## config.mk

```make
export PLATFORM = sky130hd
export DESIGN_NAME = mpg_gpio
export DESIGN_NICKNAME = d
export VERILOG_FILES = /design/src/mpg_pkg.sv /design/src/mpg_gpio.sv /design/src/mpg_port.sv /design/src/mpg_wb_slave.sv
export SDC_FILE = /design/constraint.sdc
export NUM_CORES = 1
export LEC_CHECK = 0
export ABC_CLOCK_PERIOD_IN_PS = 5000
export BUFFER_PORTS_ARGS = -buffer_cell sky130_fd_sc_hd__buf_2
export CAP_MARGIN = 20
export CORE_UTILIZATION = 54
export DETAILED_ROUTE_END_ITERATION = 10
export GPL_ROUTABILITY_DRIVEN = 0
export HOLD_SLACK_MARGIN = 0.08
export PLACE_DENSITY = 0.9
export SYNTH_ARGS = -nofsm -noshare
export SYNTH_HDL_FRONTEND = slang
export SYNTH_SLANG_ARGS = --single-unit
```

## constraint.sdc

```tcl
create_clock -name clock -period 5 [get_ports clock]
set_input_delay 1 -clock clock [delete_from_list [all_inputs] [get_ports clock]]
set_output_delay 1 -clock clock [all_outputs]
set_load 0.02 [all_outputs]
```

## src/mpg_pkg.sv

```systemverilog
// Package of register offsets, widths and reset values for the GPIO block
package mpg_pkg;

    // ------------------------------------------------------------------
    // Port widths
    // ------------------------------------------------------------------
    localparam int MPG_NPORT = 6;
    localparam int MPG_W0 = 3;
    localparam int MPG_W1 = 8;
    localparam int MPG_W2 = 4;
    localparam int MPG_W3 = 2;
    localparam int MPG_W4 = 4;
    localparam int MPG_W5 = 4;

    // ------------------------------------------------------------------
    // Register offsets (byte addresses), three registers per port
    // ------------------------------------------------------------------
    localparam logic [7:0] MPG_OFS_LATCH = 8'h00;
    localparam logic [7:0] MPG_OFS_DIR = 8'h04;
    localparam logic [7:0] MPG_OFS_PULLUP = 8'h08;
    localparam logic [7:0] MPG_PORT_STRIDE = 8'h10;
    localparam logic [7:0] MPG_OFS_SERIAL_MODE = 8'h60;
    localparam logic [7:0] MPG_OFS_SERIAL_CLK = 8'h64;

    // ------------------------------------------------------------------
    // Reset values
    // ------------------------------------------------------------------
    localparam logic [7:0] MPG_DIR_RESET = 8'hff;
    localparam logic [7:0] MPG_LATCH_RESET = 8'h00;
    localparam logic [7:0] MPG_PULLUP_RESET = 8'h00;
    localparam logic [7:0] MPG_SERIAL_RESET = 8'h00;

    // Bus slave state
    typedef enum logic {MPG_IDLE, MPG_ACK} mpg_bus_state_type;

endpackage : mpg_pkg

```

## src/mpg_gpio.sv

```systemverilog
// Top of the six-port GPIO block with its Wishbone register file
//
// What this block does
// - First port: three latched pins, each direction set by its own bit.
// - First port pull-up acts only while its pin is an input.
// - Reset puts every pin of every port in input mode.
// - Second port: eight latched pins, per-bit direction.
// - Second port pull-up acts only while its pin is an input.
// - Third port: four latched pins, per-bit direction.
// - Third port pull-up acts only while its pin is an input.
// - Fourth port: two latched pins, per-bit direction.
// - Fourth port pull-up follows its register, regardless of direction.
// - Fifth port: four latched pins, per-bit direction, no pull-up.
// - Fifth port is open-drain: zero pulls low, one releases.
// - Sixth port: four latched pins, per-bit direction.
// - Sixth port pull-up acts only while its pin is an input.
// - Third pin of first port and fourth of fifth port are optional.
// - Direction registers reset to all ones; one means input.
//
// Design decisions made here: the register offsets and the Wishbone register port.
`timescale 1ns/1ps
module mpg_gpio
    import mpg_pkg::*;
#(
    parameter bit LARGE_VARIANT = 1'b1
) (
    // Clock and reset
    input wire logic clock,
    input wire logic srst,
    // Wishbone slave
    input wire logic wb_cyc_i,
    input wire logic wb_stb_i,
    input wire logic wb_we_i,
    input wire logic [7:0] wb_adr_i,
    input wire logic [3:0] wb_sel_i,
    input wire logic [31:0] wb_dat_i,
    output logic [31:0] wb_dat_o,
    output logic wb_ack_o,
    // First port pins
    input wire logic [MPG_W0-1:0] first_port_in,
    output logic [MPG_W0-1:0] first_port_out,
    output logic [MPG_W0-1:0] first_port_oe,
    output logic [MPG_W0-1:0] first_port_pu,
    // Second port pins
    input wire logic [MPG_W1-1:0] second_port_in,
    output logic [MPG_W1-1:0] second_port_out,
    output logic [MPG_W1-1:0] second_port_oe,
    output logic [MPG_W1-1:0] second_port_pu,
    // Third port pins
    input wire logic [MPG_W2-1:0] third_port_in,
    output logic [MPG_W2-1:0] third_port_out,
    output logic [MPG_W2-1:0] third_port_oe,
    output logic [MPG_W2-1:0] third_port_pu,
    // Fourth port pins
    input wire logic [MPG_W3-1:0] fourth_port_in,
    output logic [MPG_W3-1:0] fourth_port_out,
    output logic [MPG_W3-1:0] fourth_port_oe,
    output logic [MPG_W3-1:0] fourth_port_pu,
    // Fifth port pins (open-drain)
    input wire logic [MPG_W4-1:0] fifth_port_in,
    output logic [MPG_W4-1:0] fifth_port_out,
    output logic [MPG_W4-1:0] fifth_port_oe,
    output logic [MPG_W4-1:0] fifth_port_pu,
    // Sixth port pins
    input wire logic [MPG_W5-1:0] sixth_port_in,
    output logic [MPG_W5-1:0] sixth_port_out,
    output logic [MPG_W5-1:0] sixth_port_oe,
    output logic [MPG_W5-1:0] sixth_port_pu,
    // Serial unit shared-pin controls
    output logic [7:0] clocked_serial_mode_ctrl,
    output logic [7:0] clocked_serial_clock_select
);

    // ------------------------------------------------------------------
    // Optional pins of the small variant
    // ------------------------------------------------------------------
    localparam logic [7:0] FIRST_MASK = LARGE_VARIANT ? 8'h07 : 8'h03;
    localparam logic [7:0] FIFTH_MASK = LARGE_VARIANT ? 8'h0f : 8'h07;

    typedef struct packed {
        logic [7:0] serial_mode;
        logic [7:0] serial_clk;
        logic [31:0] rdata;
    } mpg_top_state_type;

    mpg_top_state_type state_ff;
    mpg_top_state_type nxt_state;

    logic wr_en;
    logic rd_en;
    logic [3:0] reg_sel;
    logic [2:0] port_sel;
    logic [7:0] lat_q [MPG_NPORT];
    logic [7:0] dir_q [MPG_NPORT];
    logic [7:0] pu_q [MPG_NPORT];
    logic [7:0] rd_v [MPG_NPORT];
    logic [MPG_NPORT-1:0] wr_lat;
    logic [MPG_NPORT-1:0] wr_dir;
    logic [MPG_NPORT-1:0] wr_pu;

    // ------------------------------------------------------------------
    // Bus front end
    // ------------------------------------------------------------------
    mpg_wb_slave u_wb (
        .clock(clock),
        .srst(srst),
        .wb_cyc_i(wb_cyc_i),
        .wb_stb_i(wb_stb_i),
        .wb_we_i(wb_we_i),
        .wb_sel_i(wb_sel_i),
        .wb_ack_o(wb_ack_o),
        .wr_en(wr_en),
        .rd_en(rd_en)
    );

    // Address split: port in bits 6:4, register in bits 3:0
    assign port_sel = wb_adr_i[6:4];
    assign reg_sel = wb_adr_i[3:0];

    // Per-port write strobes
    genvar gp;
    generate
        for (gp = 0; gp < MPG_NPORT; gp++) begin : g_wr
            logic hit;
            assign hit = wr_en && (wb_adr_i[7] == 1'b0) && (port_sel == 3'(gp));
            assign wr_lat[gp] = hit && (reg_sel == MPG_OFS_LATCH[3:0]);
            assign wr_dir[gp] = hit && (reg_sel == MPG_OFS_DIR[3:0]);
            assign wr_pu[gp] = hit && (reg_sel == MPG_OFS_PULLUP[3:0]);
        end
    endgenerate

    // ------------------------------------------------------------------
    // Ports
    // ------------------------------------------------------------------
    mpg_port #(.WIDTH(MPG_W0), .PIN_MASK(FIRST_MASK)) u_p0 (
        .clock(clock), .srst(srst), .wr_latch(wr_lat[0]), .wr_dir(wr_dir[0]),
        .wr_pullup(wr_pu[0]), .wdata(wb_dat_i[7:0]), .latch_q(lat_q[0]),
        .dir_q(dir_q[0]), .pullup_q(pu_q[0]), .read_val(rd_v[0]),
        .pin_in(first_port_in), .pin_out(first_port_out), .pin_oe(first_port_oe),
        .pin_pullup(first_port_pu)
    );

    mpg_port #(.WIDTH(MPG_W1)) u_p1 (
        .clock(clock), .srst(srst), .wr_latch(wr_lat[1]), .wr_dir(wr_dir[1]),
        .wr_pullup(wr_pu[1]), .wdata(wb_dat_i[7:0]), .latch_q(lat_q[1]),
        .dir_q(dir_q[1]), .pullup_q(pu_q[1]), .read_val(rd_v[1]),
        .pin_in(second_port_in), .pin_out(second_port_out), .pin_oe(second_port_oe),
        .pin_pullup(second_port_pu)
    );

    mpg_port #(.WIDTH(MPG_W2)) u_p2 (
        .clock(clock), .srst(srst), .wr_latch(wr_lat[2]), .wr_dir(wr_dir[2]),
        .wr_pullup(wr_pu[2]), .wdata(wb_dat_i[7:0]), .latch_q(lat_q[2]),
        .dir_q(dir_q[2]), .pullup_q(pu_q[2]), .read_val(rd_v[2]),
        .pin_in(third_port_in), .pin_out(third_port_out), .pin_oe(third_port_oe),
        .pin_pullup(third_port_pu)
    );

    mpg_port #(.WIDTH(MPG_W3), .PU_INPUT_ONLY(1'b0)) u_p3 (
        .clock(clock), .srst(srst), .wr_latch(wr_lat[3]), .wr_dir(wr_dir[3]),
        .wr_pullup(wr_pu[3]), .wdata(wb_dat_i[7:0]), .latch_q(lat_q[3]),
        .dir_q(dir_q[3]), .pullup_q(pu_q[3]), .read_val(rd_v[3]),
        .pin_in(fourth_port_in), .pin_out(fourth_port_out), .pin_oe(fourth_port_oe),
        .pin_pullup(fourth_port_pu)
    );

    mpg_port #(.WIDTH(MPG_W4), .OPEN_DRAIN(1'b1), .HAS_PULLUP(1'b0),
               .PIN_MASK(FIFTH_MASK)) u_p4 (
        .clock(clock), .srst(srst), .wr_latch(wr_lat[4]), .wr_dir(wr_dir[4]),
        .wr_pullup(wr_pu[4]), .wdata(wb_dat_i[7:0]), .latch_q(lat_q[4]),
        .dir_q(dir_q[4]), .pullup_q(pu_q[4]), .read_val(rd_v[4]),
        .pin_in(fifth_port_in), .pin_out(fifth_port_out), .pin_oe(fifth_port_oe),
        .pin_pullup(fifth_port_pu)
    );

    mpg_port #(.WIDTH(MPG_W5)) u_p5 (
        .clock(clock), .srst(srst), .wr_latch(wr_lat[5]), .wr_dir(wr_dir[5]),
        .wr_pullup(wr_pu[5]), .wdata(wb_dat_i[7:0]), .latch_q(lat_q[5]),
        .dir_q(dir_q[5]), .pullup_q(pu_q[5]), .read_val(rd_v[5]),
        .pin_in(sixth_port_in), .pin_out(sixth_port_out), .pin_oe(sixth_port_oe),
        .pin_pullup(sixth_port_pu)
    );

    // ------------------------------------------------------------------
    // Serial controls and read data
    // ------------------------------------------------------------------
    always_comb begin
        logic [7:0] rv;
        rv = 8'h00;
        nxt_state = state_ff;
        if (wr_en && wb_adr_i == MPG_OFS_SERIAL_MODE) begin
            nxt_state.serial_mode = wb_dat_i[7:0];
        end
        if (wr_en && wb_adr_i == MPG_OFS_SERIAL_CLK) begin
            nxt_state.serial_clk = wb_dat_i[7:0];
        end
        // Unmapped addresses read as zero
        if (wb_adr_i[7] == 1'b0 && port_sel < 3'(MPG_NPORT)) begin
            unique case (reg_sel)
                MPG_OFS_LATCH[3:0]: rv = rd_v[port_sel];
                MPG_OFS_DIR[3:0]: rv = dir_q[port_sel];
                MPG_OFS_PULLUP[3:0]: rv = pu_q[port_sel];
                default: rv = 8'h00;
            endcase
        end
        if (wb_adr_i == MPG_OFS_SERIAL_MODE) begin
            rv = state_ff.serial_mode;
        end
        if (wb_adr_i == MPG_OFS_SERIAL_CLK) begin
            rv = state_ff.serial_clk;
        end
        // Read data sampled in the request cycle, presented with ack
        nxt_state.rdata = (wb_cyc_i && wb_stb_i && !wb_ack_o) ? {24'h000000, rv} : 32'h0;
    end

    always_ff @(posedge clock) begin
        if (srst) begin
            state_ff.serial_mode <= MPG_SERIAL_RESET;
            state_ff.serial_clk <= MPG_SERIAL_RESET;
            state_ff.rdata <= 32'h00000000;
        end else begin
            state_ff <= nxt_state;
        end
    end

    assign wb_dat_o = state_ff.rdata;
    assign clocked_serial_mode_ctrl = state_ff.serial_mode;
    assign clocked_serial_clock_select = state_ff.serial_clk;

    // ------------------------------------------------------------------
    // Checks
    // ------------------------------------------------------------------
    // A direction write of ones makes the second port fully undriven
    a_dir_input: assert property (@(posedge clock) disable iff (srst)
        (wr_dir[1] && wb_dat_i[7:0] == 8'hff) |=> (second_port_oe == 8'h00))
        else $error("Second port driven after input select");
    // Fourth port pull-up tracks register regardless of direction
    a_pu4_plain: assert property (@(posedge clock) disable iff (srst)
        fourth_port_pu == pu_q[3][MPG_W3-1:0])
        else $error("Fourth port pull-up gated");
    // Fifth port never drives a pull-up
    a_pu5_none: assert property (@(posedge clock) disable iff (srst)
        fifth_port_pu == '0)
        else $error("Fifth port pull-up active");
    // Optional pins stay undriven in the small variant
    a_opt_pins: assert property (@(posedge clock) disable iff (srst)
        !LARGE_VARIANT |-> (!first_port_oe[2] && !fifth_port_oe[3]))
        else $error("Absent pin driven");
    // Third and sixth port direction registers read all ones after reset
    a_dir_reset: assert property (@(posedge clock)
        srst |=> (dir_q[2][MPG_W2-1:0] == 4'hf && dir_q[5][MPG_W5-1:0] == 4'hf))
        else $error("Direction reset not all ones");

endmodule : mpg_gpio

```

## src/mpg_port.sv

```systemverilog
// One GPIO port: latch, direction, pull-up and pin drive for up to 8 pins
`timescale 1ns/1ps
module mpg_port
    import mpg_pkg::*;
#(
    parameter int WIDTH = 8,
    parameter bit OPEN_DRAIN = 1'b0,
    parameter bit HAS_PULLUP = 1'b1,
    parameter bit PU_INPUT_ONLY = 1'b1,
    parameter logic [7:0] PIN_MASK = 8'hff
) (
    // Clock and reset
    input wire logic clock,
    input wire logic srst,
    // Register writes
    input wire logic wr_latch,
    input wire logic wr_dir,
    input wire logic wr_pullup,
    input wire logic [7:0] wdata,
    // Register read values
    output logic [7:0] latch_q,
    output logic [7:0] dir_q,
    output logic [7:0] pullup_q,
    output logic [7:0] read_val,
    // Pins
    input wire logic [WIDTH-1:0] pin_in,
    output logic [WIDTH-1:0] pin_out,
    output logic [WIDTH-1:0] pin_oe,
    output logic [WIDTH-1:0] pin_pullup
);

    typedef struct packed {
        logic [WIDTH-1:0] latch;
        logic [WIDTH-1:0] dir;
        logic [WIDTH-1:0] pu;
    } mpg_port_state_type;

    mpg_port_state_type state_ff;
    mpg_port_state_type nxt_state;

    // ------------------------------------------------------------------
    // Register update
    // ------------------------------------------------------------------
    always_comb begin
        nxt_state = state_ff;
        if (wr_latch) begin
            nxt_state.latch = wdata[WIDTH-1:0] & PIN_MASK[WIDTH-1:0];
        end
        if (wr_dir) begin
            nxt_state.dir = wdata[WIDTH-1:0] | ~PIN_MASK[WIDTH-1:0];
        end
        if (wr_pullup && HAS_PULLUP) begin
            nxt_state.pu = wdata[WIDTH-1:0] & PIN_MASK[WIDTH-1:0];
        end
    end

    // Reset puts every pin in input mode
    always_ff @(posedge clock) begin
        if (srst) begin
            state_ff.latch <= MPG_LATCH_RESET[WIDTH-1:0];
            state_ff.dir <= MPG_DIR_RESET[WIDTH-1:0];
            state_ff.pu <= MPG_PULLUP_RESET[WIDTH-1:0];
        end else begin
            state_ff <= nxt_state;
        end
    end

    // ------------------------------------------------------------------
    // Pin drive, one slice per bit
    // ------------------------------------------------------------------
    genvar gi;
    generate
        for (gi = 0; gi < WIDTH; gi++) begin : g_pin
            logic is_out;
            assign is_out = ~state_ff.dir[gi] & PIN_MASK[gi];
            if (OPEN_DRAIN) begin : g_od
                // Only a latched zero pulls the pin low
                assign pin_out[gi] = 1'b0;
                assign pin_oe[gi] = is_out & ~state_ff.latch[gi];
            end else begin : g_pp
                assign pin_out[gi] = state_ff.latch[gi];
                assign pin_oe[gi] = is_out;
            end
            if (!HAS_PULLUP) begin : g_npu
                assign pin_pullup[gi] = 1'b0;
            end else if (PU_INPUT_ONLY) begin : g_pui
                assign pin_pullup[gi] = state_ff.pu[gi] & ~is_out;
            end else begin : g_pua
                assign pin_pullup[gi] = state_ff.pu[gi];
            end
        end
    endgenerate

    // ------------------------------------------------------------------
    // Read values, zero-extended
    // ------------------------------------------------------------------
    always_comb begin
        latch_q = '0;
        dir_q = '0;
        pullup_q = '0;
        read_val = '0;
        latch_q[WIDTH-1:0] = state_ff.latch;
        dir_q[WIDTH-1:0] = state_ff.dir;
        pullup_q[WIDTH-1:0] = state_ff.pu;
        // Input pins show the pin, output pins the latch
        read_val[WIDTH-1:0] = ((state_ff.dir & pin_in) | (~state_ff.dir & state_ff.latch))
                              & PIN_MASK[WIDTH-1:0];
    end

    // Direction bits all one keep every pin undriven
    a_input_undriven: assert property (@(posedge clock) disable iff (srst)
        (state_ff.dir == {WIDTH{1'b1}}) |-> (pin_oe == '0))
        else $error("Input-mode pin is driven");
    // Reset releases every pin at the next edge
    a_reset_input: assert property (@(posedge clock)
        srst |=> (pin_oe == '0))
        else $error("Pin driven after reset");
    // Pull-up never active on a driven pin of a qualified port
    a_pullup_gate: assert property (@(posedge clock) disable iff (srst)
        (HAS_PULLUP && PU_INPUT_ONLY) |-> ((pin_pullup & ~state_ff.dir) == '0))
        else $error("Pull-up on output pin");
    // Open-drain never drives high
    a_od_no_high: assert property (@(posedge clock) disable iff (srst)
        OPEN_DRAIN |-> ((pin_oe & pin_out) == '0))
        else $error("Open-drain pin driven high");
    // A latch write shows in the latch a cycle later
    a_latch_write: assert property (@(posedge clock) disable iff (srst)
        wr_latch |=> (state_ff.latch == ($past(wdata[WIDTH-1:0]) & PIN_MASK[WIDTH-1:0])))
        else $error("Latch write lost");

endmodule : mpg_port

```

## src/mpg_wb_slave.sv

```systemverilog
// Classic Wishbone slave front end: one-wait-state ack and write strobe
`timescale 1ns/1ps
module mpg_wb_slave
    import mpg_pkg::*;
(
    // Clock and reset
    input wire logic clock,
    input wire logic srst,
    // Wishbone request
    input wire logic wb_cyc_i,
    input wire logic wb_stb_i,
    input wire logic wb_we_i,
    input wire logic [3:0] wb_sel_i,
    output logic wb_ack_o,
    // Decoded access
    output logic wr_en,
    output logic rd_en
);

    typedef struct packed {
        mpg_bus_state_type st;
    } mpg_wb_state_type;

    mpg_wb_state_type state_ff;
    mpg_wb_state_type nxt_state;

    // Ack one cycle after the request, dropped the cycle after
    always_comb begin
        nxt_state = state_ff;
        unique case (state_ff.st)
            MPG_IDLE: begin
                if (wb_cyc_i && wb_stb_i) begin
                    nxt_state.st = MPG_ACK;
                end
            end
            MPG_ACK: begin
                nxt_state.st = MPG_IDLE;
            end
        endcase
    end

    always_ff @(posedge clock) begin
        if (srst) begin
            state_ff.st <= MPG_IDLE;
        end else begin
            state_ff <= nxt_state;
        end
    end

    assign wb_ack_o = (state_ff.st == MPG_ACK);
    // Write takes effect at the acking edge, only with byte lane 0
    assign wr_en = wb_ack_o & wb_cyc_i & wb_stb_i & wb_we_i & wb_sel_i[0];
    assign rd_en = wb_ack_o & wb_cyc_i & wb_stb_i & ~wb_we_i;

    // Every request is acked exactly one cycle later
    a_ack_timing: assert property (@(posedge clock) disable iff (srst)
        (wb_cyc_i && wb_stb_i && !wb_ack_o) |=> wb_ack_o)
        else $error("Ack not given one cycle after request");
    // Ack never stands two cycles
    a_ack_single: assert property (@(posedge clock) disable iff (srst)
        wb_ack_o |=> !wb_ack_o)
        else $error("Ack held two cycles");

endmodule : mpg_wb_slave

```

## Word level (Yosys, flattened, before mapping)

Index checks and enable logic that the tools add are counted.

| word-level totals | value |
|---|---|
| bits in registers | 120 |
| bits of input ports | 74 |
| output and inout bits | 124 |
| word-level logic and storage cells | 165 |

| cells by class | value |
|---|---|
| $lt $le $gt $ge | 2 |
| eq/ne operators | 9 |
| mux-type cells | 15 |
| bitwise operators | 84 |
| reductions and logical operators | 33 |

Operators by type and width:

| operator | count |
|---|---|
| binary-select mux 8 bit (select 3 bit) | 3 |
| two-way mux 8 bit | 9 |
| NOT 1 bit | 32 |
| logical AND 1 bit | 29 |
| bitwise AND 1 bit | 27 |
| bitwise AND 4 bit | 6 |
| case mux 8 bit (3 select lines) | 1 |
| bitwise AND 8 bit | 2 |
| == test 8 x 7 -> 1 bit (second input constant) | 2 |
| NOT 4 bit | 3 |
| OR 4 bit | 3 |
| NOT 8 bit | 1 |
| OR 8 bit | 1 |
| bitwise AND 3 bit | 2 |
| == test 3 x 2 -> 1 bit (second input constant) | 2 |
| == test 3 bit (second input constant) | 2 |
| bitwise AND 2 bit | 2 |
| == test 4 x 3 -> 1 bit (second input constant) | 1 |
| == test 4 bit (second input constant) | 1 |
| >= comparator 4 bit (second input constant) | 1 |
| logical NOT 4 bit | 1 |
| NOT 3 -> 4 bit | 1 |
| == test 3 x 1 -> 1 bit (second input constant) | 1 |
| logical NOT 3 bit | 1 |
| 9 further kinds | 9 |

## Longest topological paths before layout

| depth | value |
|---|---|
| depth in word-level cells | 10 |
| gate-level depth with buffers | 7 |
| mapped depth without buffers | 5 |

## Cells and area by module

A second synthesis with hierarchy kept.

| unflattened totals | value |
|---|---|
| cell total of the unflattened synthesis | 734 |
| area total of the unflattened synthesis | 6645.1 sq um |

Modules (own cells, without submodules):

| module | times used | cells an instance | area an instance (sq um) | seq. area each (sq um) |
|---|---|---|---|---|
| mpg_gpio | 1 | 271 | 2444.8 | 480.5 |
| mpg_port (u_p2 ...) | 2 | 78 | 700.7 | 240.2 |
| mpg_port (u_p1) | 1 | 119 | 1159.9 | 480.5 |
| mpg_port (u_p0) | 1 | 64 | 563.0 | 180.2 |
| mpg_port (u_p4) | 1 | 63 | 558.0 | 160.2 |
| mpg_port (u_p3) | 1 | 54 | 473.0 | 120.1 |
| mpg_wb_slave | 1 | 7 | 45.0 | 20.0 |

## Worst setup path before layout

OpenSTA, ideal clock, no wires.

| timing path | value |
|---|---|
| path type | input to register |
| start | input port wb_adr_i[7] |
| end | register state_ff (netlist bit clocked_serial_mode_ctrl[7]) |
| library setup time | 128 ps |
| arrival time | 2379 ps |
| data required time | 4872 ps |
| setup slack | 2494 ps |
| stages | 5 |
| buffers on the path | 1 |
| cell sequence | buf_2 -> nor4bb_1 -> nand3_2 -> mux2i_1 -> nor2_1 |

| on the way | value |
|---|---|
| word-level cells in the longest chain between the ends | 2 |

RTL lines:

| item | RTL line | text |
|---|---|---|
| start: declaration | mpg_gpio.sv:34 | `input wire logic [7:0] wb_adr_i,` |
| == test 8 x 7 -> 1 bit | mpg_gpio.sv:191 | `if (wr_en && wb_adr_i == MPG_OFS_SERIAL_MODE) begin` |
| logical AND 1 bit | mpg_gpio.sv:191 |  |
| end signal: assignment | mpg_gpio.sv:222 | `state_ff <= nxt_state;` |
| end: declaration | mpg_gpio.sv:86 | `mpg_top_state_type state_ff;` |

Every way passes these cells.
A chain may end at the register's enable or synchronous reset.

## Worst setup path in the final report

| timing path | value |
|---|---|
| start | input port wb_adr_i[2] |
| end | register u_p1.state_ff (netlist bit u_p1.latch_q[6]) |

| on the way | value |
|---|---|
| word-level cells in the longest chain between the ends | 2 |

RTL lines:

| item | RTL line | text |
|---|---|---|
| logical NOT 4 bit | mpg_gpio.sv:126 | `assign wr_lat[gp] = hit && (reg_sel == MPG_OFS_LATCH[3:0]);` |
| logical AND 1 bit | mpg_gpio.sv:126 |  |
| end signal: assignment | mpg_port.sv:64 | `state_ff <= nxt_state;` |
| end: declaration | mpg_port.sv:38 | `mpg_port_state_type state_ff;` |

Every way passes these cells.

==> results_dict.tcl <==
set metrics [dict create \
    total_power_per_unit_cell_area_mw_per_mm2 232 \
    vias 4897 \
    synthToLayoutAreaGrowth_pct 8.35 \
    final.period_utilization_pct 61.1 \
    path_cells "buf_2 -> or4_1 -> nor4_4 -> buf_4 -> nand2_1 -> nand2_1 -> a21oi_1" \
    yosysSeqAreaShare_pct 35.8 \
    clk-insertion-delay-late_ns 0.37 \
    synth-async-reset-ratio_pct 0 \
    finish.utilization_pct 60.1 \
    layout.cells.most_common "sky130_fd_sc_hd__buf_2" \
    worst_case_vdd_ir_drop_mv 0.159 \
    worst_r2r_path_depth 5 \
    layoutNonFillerInstCount 859 \
    timing.critical_path.required_ns 5.22 \
    grt_setup_unrepaired "no" \
    die-height_um 102 \
    num_antenna_cells 0 \
    dr.pass1.iters 5 \
    max_freq_mhz 327 \
    postRouteWirelength_um 14400 \
    coreArea_mm2 0.00968 \
    finalWorstSetupSlack_ns 1.94 \
    r2r_end "u_p1.pullup_q[3]" \
    cts_tree "done" \
    cts.repair_timing.setup_buffer_count 0 \
    initial_antenna_violation_count 0 \
    cp_slowest_cell "sky130_fd_sc_hd__nor4_4" \
    met1_usage_pct 36.2 \
    htree_num_levels 3 \
    clock_tree_root_driver_cell "sky130_fd_sc_hd__clkbuf_8" \
    numCtsBuffers 9 \
    worst_slew_pin_slew_ns 1.10 \
    final_antenna_net_count 0 \
    max-cap-violations 0 \
    synth_edf_count 0 \
    finalSetupTns_ns 0 \
    yosys-top-cells-area "sky130_fd_sc_hd__dfxtp_1, sky130_fd_sc_hd__buf_4, sky130_fd_sc_hd__mux2i_1" \
    dieArea_mm2 0.0103 \
    seq_area_mm2 0.00192 \
    crit_path_buf_inv_count 2 \
    ys_types 49 \
    grt_pass1_wl_um 22300 \
    pin_count_of_the_biggest_net_entering_global_routing 75 \
    critical_path.max_stage_delay_ns 0.66 \
    worst_slew_margin_rel_pct 26.7 \
    synth-warning-count 0 \
    via_per_inst 5.70 \
    place_hpwl_um 10300 \
    critical-path-top-cell-by-count "sky130_fd_sc_hd__nand2_1" \
    global_route_track_usage_on_met3_pct 7.11 \
    place_inst 844 \
    minimum_clock_period_ns 3.06 \
    dp_worst_setup_slack_ns 1.60 \
    outcome "finished clean" \
    yosysTopAreaCellShare_pct 35.8 \
    top_level_ports 198 \
    yosysTopAreaCell "sky130_fd_sc_hd__dfxtp_1" \
    groute.usage.overall_pct 28.1 \
    worst_setup_path_start_kind "input port" \
    initialDrtViolationCount 454 \
    syn_inst 653 \
    hold_depth 2 \
    grt_remaining_overflow 0 \
    end_kind "register" \
    arrival_ns 3.28 \
    cp_max_fo 21 \
    initial_util_pct 55.4 \
    portBuffers 138 \
    number_of_buffers_inserted_for_hold_repair_after_clock_tree_synthesis 0 \
    layout-drive-gt1-share_pct 25.1 \
    path_class "input port to register" \
    multi_input_comb_area_mm2 0.00272 \
    fp.dieW_um 102 \
    endpoints_failing_hold 0 \
    final.setup_skew_ns 0.0124 \
    met2_routing_resource_usage_after_global_routing_pct 45.5 \
    syn_area_mm2 0.00537 \
    worst_setup_hold_path_clk_slew_ns 0.09 \
    clkSinkCount 96 \
    grt_busiest_layer "met2" \
    residual_drc 0 \
    critPathTopFamily "simple AND/OR/NAND/NOR gates" \
    cellLeakagePower_nw 2.91 \
    fin_nets 796 \
    finalMaxSlewViolations 0 \
    dominantRegCellSynth "sky130_fd_sc_hd__dfxtp_1" \
    cts_max_path_buffers 2 \
    synth.ff_latch_count 96 \
    mean_instance_size_in_the_synthesized_netlist_um2 8.22 \
    power_mw 1.35 \
    crit_start "wb_adr_i[2]" \
    final.fill_count 880 \
    rr_startpoint "u_wb.wb_ack_o" \
    setup_violations 0 \
    min-delay-start "u_p4.latch_q[0]" \
    rows 36 \
    first_global_vias 4327 \
    average_wire_length_per_cell_after_detail_routing_um 16.8 \
    most-common-layout-cells "sky130_fd_sc_hd__buf_2, sky130_fd_sc_hd__dfxtp_1, sky130_fd_sc_hd__nand2_1, sky130_fd_sc_hd__a21oi_1, sky130_fd_sc_hd__mux2i_1" \
    post_cts_resize_count 0 \
    r2r_slack_ns 2.63 \
    worst_hold_path_type "register to register" \
    worstHoldEndpoint "u_p4.latch_q[0]" \
]
[through the flow]
step           instance area, um^2  hold WS, ns
4_1_cts                       5820        0.475
6_report                      5820        0.473
2_1_floorplan                 5480        0.444
3_3_place_gp                  5660        0.455
5_1_grt                       5820        0.499
3_5_place_dp                  5660        0.462
[flip-flops by register name, indices dropped and copies added (netlist names), 3 cells and up]
name / cells
clocked_serial_clock_select: 8
clocked_serial_mode_ctrl: 8
u_p0.dir_q: 3
u_p0.pin_out: 3
u_p0.pullup_q: 3
u_p1.dir_q: 8
u_p1.latch_q: 8
u_p1.pullup_q: 8
u_p2.dir_q: 4
u_p2.pin_out: 4
u_p2.pullup_q: 4
u_p4.dir_q: 4
u_p4.latch_q: 4
u_p5.dir_q: 4
u_p5.pin_out: 4
u_p5.pullup_q: 4
wb_dat_o: 8
[worst max-delay path by stage]
stage                                       end  slack (ns)  cells after the start
detailed placement              u_p1.latch_q[5]        1.60                      7
finish                          u_p1.latch_q[6]        1.94                      7
global placement                u_p1.latch_q[2]        1.62                      7
CTS                             u_p1.latch_q[6]        1.99                      7
floorplan           clocked_serial_mode_ctrl[7]        2.49                      5
global route                   u_p1.pullup_q[1]        1.85                      6
[cells in the mapped netlist (all sizes together), types with 3 or more instances]
cell	instances
dfxtp	96
buf	90
nand2	74
a21oi	57
nand3	55
mux2i	52
nor2	41
clkbuf	28
inv	27
o21ai	24
and2	20
o211ai	10
a311o	9
a22oi	7
mux2	7
nand2b	6
nor2b	4
nor4b	4
o211a	4
nor3	3
nor4	3
o221ai	3
[tightest hold or removal path, cell delays in order (launching register included)]
cell and delay (ns):
sky130_fd_sc_hd__dfxtp_1 0.33, sky130_fd_sc_hd__nand2_1 0.05, sky130_fd_sc_hd__a21oi_1 0.05
[final cells by class]
type	count	area share [%]
Sequential cell	96	33.0
Tap cell	133	2.86
Inverter	27	1.74
Clock buffer	9	2.13
Clock inverter	6	0.624
Multi-Input combinational cell	443	46.8
Timing Repair Buffer	145	12.8
[routing by layer]
layer | wire (um) | share of wire, %
met1 | 5700 | 40
met2 | 6690 | 46
met3 | 1690 | 12
met4 | 332 | 2.3
met5 | 0 | 0
[power breakdown]
group / total, mW / switching (mW) / leakage, nW / internal, mW
clock network: 0.451 / 0.274 / 0.0850 / 0.176
logic: 0.133 / 0.0985 / 2.05 / 0.0347
registers: 0.765 / 0.000442 / 0.774 / 0.764
[logic make-up (layout without fill, tap and decap cells)]
family	after synthesis	in the layout	share of synthesized area, %
muxes	61	61	12.0
other	1	32	0.0699
AOI/OAI and AO/OA	134	134	15.9
and+or+nand+nor	216	216	20.3
DFF	96	96	35.8
buffers and inverters	145	187	15.9
Power figures use the tool's default switching activity.
